`config.mk`:
```
export PLATFORM = sky130hd
export DESIGN_NAME = dram_command_pin_decode
export DESIGN_NICKNAME = d
export VERILOG_FILES = /design/src/rtl/dram_cmd_pkg.sv /design/src/rtl/dram_command_pin_decode.sv
export VERILOG_INCLUDE_DIRS = /design/src /design/src/rtl
export SDC_FILE = /design/constraint.sdc
export NUM_CORES = 1
export LEC_CHECK = 0
export BUFFER_PORTS_ARGS = -buffer_cell sky130_fd_sc_hd__buf_2
export CORE_MARGIN = 4
export CORE_UTILIZATION = 38
export CTS_BUF_LIST = sky130_fd_sc_hd__clkbuf_16
export CTS_CLUSTER_SIZE = 16
export DETAILED_ROUTE_END_ITERATION = 10
export PLACE_DENSITY = 0.67
export SETUP_SLACK_MARGIN = 0.3
export SLEW_MARGIN = 20
export SYNTH_ARGS = -nofsm -noshare
export SYNTH_HDL_FRONTEND = slang
export SYNTH_SLANG_ARGS = --single-unit
```
`constraint.sdc`:
```
create_clock -name clock -period 12.8 [get_ports clock]
set_input_delay 1.92 -clock clock [delete_from_list [all_inputs] [get_ports clock]]
set_output_delay 1.92 -clock clock [all_outputs]
set_load 0.01 [all_outputs]
```
`src/rtl/dram_cmd_cfg.svh`:
```
// timing counts, field positions and codes for the dram command front end
`ifndef DRAM_CMD_CFG_SVH
`define DRAM_CMD_CFG_SVH
`define BANK_W        3
`define ADDR_W        14
`define COL_W         10
`define NUM_BANKS     8
`define AP_BIT        10
`define BC_BIT        12
`define CLK_PERIOD_NS 10
`define T_PRE_NS      20
`define T_PRE_CYC     ((`T_PRE_NS + `CLK_PERIOD_NS - 1) / `CLK_PERIOD_NS)
`define BURST_FULL    4
`define BURST_CHOP    2
`endif

```
`src/rtl/dram_cmd_pkg.sv`:
```
// types for the dram command front end
package dram_cmd_pkg;
  typedef enum logic [2:0] {
    cmd_nop, cmd_open_row, cmd_precharge, cmd_read, cmd_write, cmd_mode_set
  } cmd_kind_t;

  typedef struct packed {
    logic        cs_n;
    logic        ras_n;
    logic        cas_n;
    logic        we_n;
    logic        cke;
    logic [2:0]  bank_select;
    logic [13:0] address_in;
  } pin_bus_t;

  typedef struct packed {
    logic        valid;
    cmd_kind_t   kind;
    logic [2:0]  bank;
    logic [13:0] row;
    logic [9:0]  col;
    logic        auto_pre;
    logic        all_banks;
    logic        chop;
    logic [13:0] opcode;
  } cmd_t;
endpackage

```
`src/rtl/dram_command_pin_decode.sv`:
```
// command and address pin decoder with bank state tracking
//
// Contract
// - sample all command, bank and address pins on the clock crossing edge
// - read data beats aligned to both edges of the clock
// - clock enable low freezes internal clock, outputs and burst address from next cycle
// - clock enable low with all banks idle enters power-down or self-refresh
// - three-bit bank select chooses the bank each command applies to
// - fourteen-bit row on open row, ten-bit column on read or write
// - mode set takes its operation code from the address pins
// - address bit 10 on read or write requests auto precharge
// - address bit 10 on precharge selects all banks, else one bank
// - address bit 12 on read or write: high full burst, low chopped
// - decoder acts only while chip select sampled low
// - cs, ras low, cas high: open row if we high, precharge if low
// - open row makes bank active; precharge returns bank(s) idle after completion
// - cs low, ras high, cas low: read if we high, write if low
`timescale 1ns/1ps
`include "dram_cmd_cfg.svh"
module dram_command_pin_decode #(
  parameter int PRE_CYC = `T_PRE_CYC
) (
  input  wire logic                  clock,
  input  wire logic                  sys_rst,
  input  wire dram_cmd_pkg::pin_bus_t pins,
  output dram_cmd_pkg::cmd_t         cmd_out,
  output logic [`NUM_BANKS-1:0]      bank_active_r,
  output logic                       low_power_r,
  output logic                       clock_frozen_r,
  output logic [`COL_W-1:0]          burst_addr_r,
  output logic [1:0]                 read_beat_r
);
  import dram_cmd_pkg::*;

  ////////////////////////////////////////////////////////////////////////////////
  // pin capture: clock is the internal image of the crossing edge
  pin_bus_t  s1_r;
  pin_bus_t  s2_r;
  always_ff @(posedge clock or posedge sys_rst) begin
    if (sys_rst) begin
      // idle pins read as clock enabled, so leaving reset is not taken as a suspension
      s1_r <= '{cs_n: 1'b1, ras_n: 1'b1, cas_n: 1'b1, we_n: 1'b1, cke: 1'b1, default: '0};
      s2_r <= '{cs_n: 1'b1, ras_n: 1'b1, cas_n: 1'b1, we_n: 1'b1, cke: 1'b1, default: '0};
    end else begin
      s1_r <= pins;
      s2_r <= s1_r;
    end
  end

  // suspension begins the cycle after clock enable is seen low
  logic run;
  assign run = ~clock_frozen_r;
  always_ff @(posedge clock or posedge sys_rst) begin
    if (sys_rst) clock_frozen_r <= 1'b0;
    else clock_frozen_r <= ~s2_r.cke;
  end

  ////////////////////////////////////////////////////////////////////////////////
  // decode
  cmd_kind_t kind;
  always_comb begin
    kind = cmd_nop;
    if (!s2_r.cs_n) begin
      unique case ({s2_r.ras_n, s2_r.cas_n, s2_r.we_n})
        3'b011: kind = cmd_open_row;
        3'b010: kind = cmd_precharge;
        3'b101: kind = cmd_read;
        3'b100: kind = cmd_write;
        3'b000: kind = cmd_mode_set;
        default: kind = cmd_nop;
      endcase
    end
  end

  logic is_col;
  logic is_pre;
  logic is_open;
  assign is_col  = run && (kind == cmd_read || kind == cmd_write);
  assign is_pre  = run && kind == cmd_precharge;
  assign is_open = run && kind == cmd_open_row;

  always_ff @(posedge clock or posedge sys_rst) begin
    if (sys_rst) begin
      cmd_out <= '0;
    end else if (run) begin
      cmd_out.valid     <= kind != cmd_nop;
      cmd_out.kind      <= kind;
      cmd_out.bank      <= s2_r.bank_select;
      cmd_out.row       <= (kind == cmd_open_row) ? s2_r.address_in : '0;
      cmd_out.col       <= is_col ? s2_r.address_in[`COL_W-1:0] : '0;
      cmd_out.auto_pre  <= is_col & s2_r.address_in[`AP_BIT];
      cmd_out.all_banks <= is_pre & s2_r.address_in[`AP_BIT];
      cmd_out.chop      <= is_col & ~s2_r.address_in[`BC_BIT];
      cmd_out.opcode    <= (kind == cmd_mode_set) ? s2_r.address_in : '0;
    end
  end

  ////////////////////////////////////////////////////////////////////////////////
  // bank state: precharge (direct or auto) closes after PRE_CYC cycles
  localparam int CW = $clog2(PRE_CYC + 1);
  localparam int BL = `BURST_FULL;
  logic [`NUM_BANKS-1:0] pre_mask;
  logic [`NUM_BANKS-1:0] pend_r;
  logic [CW-1:0]         pre_cnt_r;
  logic [1:0]            beats_r;
  logic                  ap_pend_r;
  logic [`BANK_W-1:0]    ap_bank_r;

  always_comb begin
    pre_mask = '0;
    if (is_pre) begin
      if (s2_r.address_in[`AP_BIT]) pre_mask = '1;
      else pre_mask[s2_r.bank_select] = 1'b1;
    end
    if (ap_pend_r && run && beats_r == 2'd0) pre_mask[ap_bank_r] = 1'b1;
  end

  always_ff @(posedge clock or posedge sys_rst) begin
    if (sys_rst) begin
      pend_r    <= '0;
      pre_cnt_r <= '0;
    end else if (run) begin
      if (|pre_mask) begin
        pend_r    <= pend_r | pre_mask;
        pre_cnt_r <= CW'(PRE_CYC);
      end else if (pre_cnt_r > CW'(1)) begin
        pre_cnt_r <= pre_cnt_r - CW'(1);
      end else begin
        pend_r    <= '0;
        pre_cnt_r <= '0;
      end
    end
  end

  always_ff @(posedge clock or posedge sys_rst) begin
    if (sys_rst) begin
      bank_active_r <= '0;
    end else if (run) begin
      if (pre_cnt_r == CW'(1) && !(|pre_mask)) bank_active_r <= bank_active_r & ~pend_r;
      if (is_open) bank_active_r[s2_r.bank_select] <= 1'b1;
    end
  end

  ////////////////////////////////////////////////////////////////////////////////
  // burst address and read beats; both stand still while suspended
  always_ff @(posedge clock or posedge sys_rst) begin
    if (sys_rst) begin
      burst_addr_r <= '0;
      beats_r      <= '0;
      read_beat_r  <= '0;
      ap_pend_r    <= 1'b0;
      ap_bank_r    <= '0;
    end else if (run) begin
      if (is_col) begin
        burst_addr_r <= s2_r.address_in[`COL_W-1:0];
        beats_r      <= s2_r.address_in[`BC_BIT] ? 2'(BL - 1) : 2'(`BURST_CHOP - 1);
        read_beat_r  <= {kind == cmd_read, kind == cmd_read};
        ap_pend_r    <= s2_r.address_in[`AP_BIT];
        ap_bank_r    <= s2_r.bank_select;
      end else if (beats_r != 2'd0) begin
        burst_addr_r <= burst_addr_r + `COL_W'(2);
        beats_r      <= beats_r - 2'd1;
      end else begin
        read_beat_r  <= '0;
        ap_pend_r    <= 1'b0;
      end
    end
  end

  ////////////////////////////////////////////////////////////////////////////////
  // low power entry: clock enable low with every bank idle
  always_ff @(posedge clock or posedge sys_rst) begin
    if (sys_rst) low_power_r <= 1'b0;
    else low_power_r <= ~s2_r.cke & ~(|bank_active_r);
  end
endmodule

```
==> summary.md <==
| Metric | Value |
|---|---|
| Result of the run | finished, final reports clean |
| Max Transition Viols Final | 0 |
| Required time of the critical path | 13230 ps |
| Post-CTS setup-driven buffer insertion count | 0 |
| Vias per cell | approximately 5.0 |
| Average detailed-routed wire length per instance | approximately 17 um |
| Endpoint kind of the worst setup timing path | asynchronous set/reset pin |
| Main area contributors after synthesis | sky130_fd_sc_hd__dfrtp_1 (63%), sky130_fd_sc_hd__a22o_1 (7.4%), sky130_fd_sc_hd__dfstp_2 (5.5%) |
| Largest delay share family, worst path | buffers and inverters |
| Crit Reg-Reg Endpoint | bank_active_r[6] |
| Hold Vio Cnt, Final | 0 |
| Yosys top cell by area | sky130_fd_sc_hd__dfrtp_1 |
| Maximum fanout count along the critical path | 71 |
| Worst hold slack | 343 ps |
| Largest stage delay on the critical path | 780 ps |
| Crit. Startpoint | sys_rst |
| Row count | 40 |
| Full die area | about 0.014 mm2 |
| Sequence of cells on the critical path | buf_2 -> inv_4 -> buf_4 |
| Fin crit share | a little under a quarter |
| Type of the worst setup path | primary input to asynchronous set/reset pin |
| Combined buffer and inverter count along the critical path | 3 |
| Global-route usage over all layers | 15.8% |
| Pre-antenna DRT Iters | 4 |
| Quantity of gates resized following cts | 0 |
| Number of synthesis warnings | 0 |
| Share of flip-flops with an asynchronous set or reset | 100% |
| Data arrival, critical path | approximately 3400 ps |
| Final Net Count | 488 |
| Crit path time final | between 2000 and 3000 ps |
| Cell at the root of the clock tree | sky130_fd_sc_hd__clkbuf_16 |
| Transition time at the pin with the least slew margin | just under 900 ps |
| Die outline height | approximately 120 um |
| H-tree level count | 4 |
| RSZ-0062 raised after global routing | no |
| FF-to-FF path depth | 5 |
| Fraction of final layout cells with drive strength greater than 1 | slightly above 30% |
| Total of fill cells in the finished design | 1102 |
| Synthesized area | approximately 0.0047 mm2 |
| Post-synth top area share | between 60% and 70% |
| PortBufs | between 90 and 100 |
| Startpoint Class | primary input |
| Remaining antenna violation count | 0 |
| Iteration-0 DRC Markers | 200 |
| Flip-flop cell with the highest count after synthesis | sky130_fd_sc_hd__dfrtp_1 |
| Post-detailed-placement half-perimeter wirelength | a little over 7000 um |
| Setup slack of the most critical reg-to-reg path | between 10000 and 15000 ps |
| Worst-case clock buffer depth | 2 |
| Final setup violation count | 0 |
| Hold path endpoint | s2_r[9] |
| Net Count, Synth | 396 |
| Pin count of the biggest net entering global routing | 72 |
| Grt total ovfl | 0 |
| Hold-fix buffer count after cts | 0 |
| Number of max-cap violations | 0 |
| Worst-case headroom to the max-slew limit | a little over two fifths |
| Clock transition at the registers of the reported paths | 60 ps |
| Setup TNS | 0 ps |
| Worst hold stages | 0 |
| Global-route wire length before repair | about 18000 um |
| Average footprint of a synthesized cell | 12.8 um2 |
| Count of flip-flops with a built-in enable after synthesis | 0 |
| Library cells used by synthesis | 49 |
| Top Ports | 94 |
| Initial cell density of the core | between 30% and 40% |
| Die W | approximately 120 um |
| Number of register bits inferred by synthesis | 129 |
| Total power density per cell area | between 150 and 200 mW/mm2 |
| Most numerous cell in the Yosys netlist | sky130_fd_sc_hd__dfrtp_1 |
| Number of antenna violations at the first check in global routing | 0 |
| Placer's final routability congestion estimate | 0.835 |
| Synthesized instance count | 370 |
| Leading cell types by count after synthesis | sky130_fd_sc_hd__dfrtp_1 (119), sky130_fd_sc_hd__nand2_1 (45), sky130_fd_sc_hd__a22o_1 (40) |
| Post-route DRC violation count | 0 |
| Slowest-stage cell, CP | sky130_fd_sc_hd__buf_4 |
| Ant. Diodes | 0 |
| Worst Clk Skew | ~9.3 ps |
| Total wirelength of the detailed-routed design | approximately 11000 um |
| Number of global-route vias before repair | 3326 |
| Share of synthesized area occupied by flip-flops and latches | between 60% and 70% |
| Vias after detailed routing | 3240 |
| Core Region | 0.0121 mm2 |
| Lkg Pwr | 2.93 nW |
| Number of buffers created by CTS | 17 |
| Worst supply voltage drop on vdd | just over 0.00007 V |
| Type of the tightest min-delay check | flip-flop to flip-flop |
| Clock sink count | ~130 |
| Clock tree from TritonCTS | yes |
| Startpoint of the most critical hold path | s1_r[9] |
| Startpoint of the most critical register-to-register path | clock_frozen_r |
| Clock latency of the later-clocked register in the worst-skew pair | 420 ps |
| Layout-stage area growth over the synthesis result | 24.1% |
| Maximum achievable frequency | approximately 340 MHz |
[registers in the layout, summed over array words and instances, names as in the netlist, 2 cells and up]
name           count
bank_active_r      8
s2_r              22
pend_r             8
pre_cnt_r          2
cmd_out           48
s1_r              22
ap_bank_r          3
beats_r            2
burst_addr_r      10
[per-layer routing]
metal | global-route usage [%] | routed length, um | part of all wire (%)
met5 | 0 | 0 | 0
met4 | 6.94 | 334 | 3.1
met3 | 5.94 | 667 | 6.3
met2 | 23.7 | 4900 | 46
met1 | 20.5 | 4740 | 45
[final cells by class]
class	count	area (um2)	share of cell area (%)
timing repair buffer	96	488	8.30
tap	168	210	3.58
sequential	129	3240	55.2
clock inverter	15	121	2.07
inverter	9	36.3	0.618
clock buffer	17	425	7.24
multi-input combinational	209	1350	23.0
[report_power, final]
group          switching [W]  total [W]  internal (W)
clock network       0.000176   0.000441      0.000265
registers          0.0000316   0.000476      0.000444
logic              0.0000675   0.000115     0.0000476
total               0.000275    0.00103      0.000757
[worst reg2reg max path: cells and delay by family, from the launching register on]
kind                   cells  cell delay, ps
AOI/OAI and AO/OA          1             200
buffers and inverters      1             320
DFF                        1             400
and+or+nand+nor            3            1530
[worst max-delay path by stage]
stage / end / cells past startpoint
global placement: s1_r[15] / 3
global route: read_beat_r[0] / 3
detailed placement: cmd_out[40] / 3
floorplan: ap_bank_r[0] / 1
CTS: read_beat_r[0] / 3
finish: read_beat_r[0] / 3
[cell families (layout without fill, tap and decap cells)]
kind of cell | count (synthesis) | after routing | synth area share (%)
AO/OA/AOI/OAI | 101 | 101 | 15.7
XOR/XNOR | 2 | 2 | 0.370
adder cells (fa/ha/maj) | 2 | 2 | 0.528
buffers and inverters | 32 | 137 | 2.99
flip-flops | 129 | 129 | 68.4
multiplexers | 5 | 5 | 1.19
AND/OR/NAND/NOR | 99 | 99 | 10.8
[stage by stage]
stage | setup slack (ps) | utilization [%] | cells | power, W | area [um2]
after floorplan | 7460 | - | 370 | 0.000551 | 4730
after global placement | 9350 | 44.0 | 611 | 0.000595 | 5330
after detailed placement | 9310 | 44.0 | 611 | 0.000598 | 5330
after CTS | 9740 | 48.5 | 643 | 0.00104 | 5880
after global routing | 9530 | 48.5 | 643 | 0.00108 | 5880
final | 9820 | 48.5 | 643 | 0.00103 | 5880
[cells in the final DEF (no fill, tap or decap), types with 4 or more instances in the layout]
cell	synthesis	final
sky130_fd_sc_hd__nor2_1	13	13
sky130_fd_sc_hd__dfrtp_1	119	118
sky130_fd_sc_hd__o21ai_1	5	5
sky130_fd_sc_hd__dfstp_2	10	10
sky130_fd_sc_hd__nand2b_1	4	4
sky130_fd_sc_hd__a31oi_1	5	5
sky130_fd_sc_hd__buf_2	4	93
sky130_fd_sc_hd__a22o_1	40	40
sky130_fd_sc_hd__clkinv_4	0	4
sky130_fd_sc_hd__a21oi_1	15	15
sky130_fd_sc_hd__nor2b_1	5	5
sky130_fd_sc_hd__nor3_1	5	5
sky130_fd_sc_hd__mux2_2	5	5
sky130_fd_sc_hd__inv_1	9	11
sky130_fd_sc_hd__nand2_1	45	45
sky130_fd_sc_hd__clkbuf_16	0	17
sky130_fd_sc_hd__a32o_1	4	4
sky130_fd_sc_hd__o21ai_0	12	12
Power figures use the tool's default switching activity.
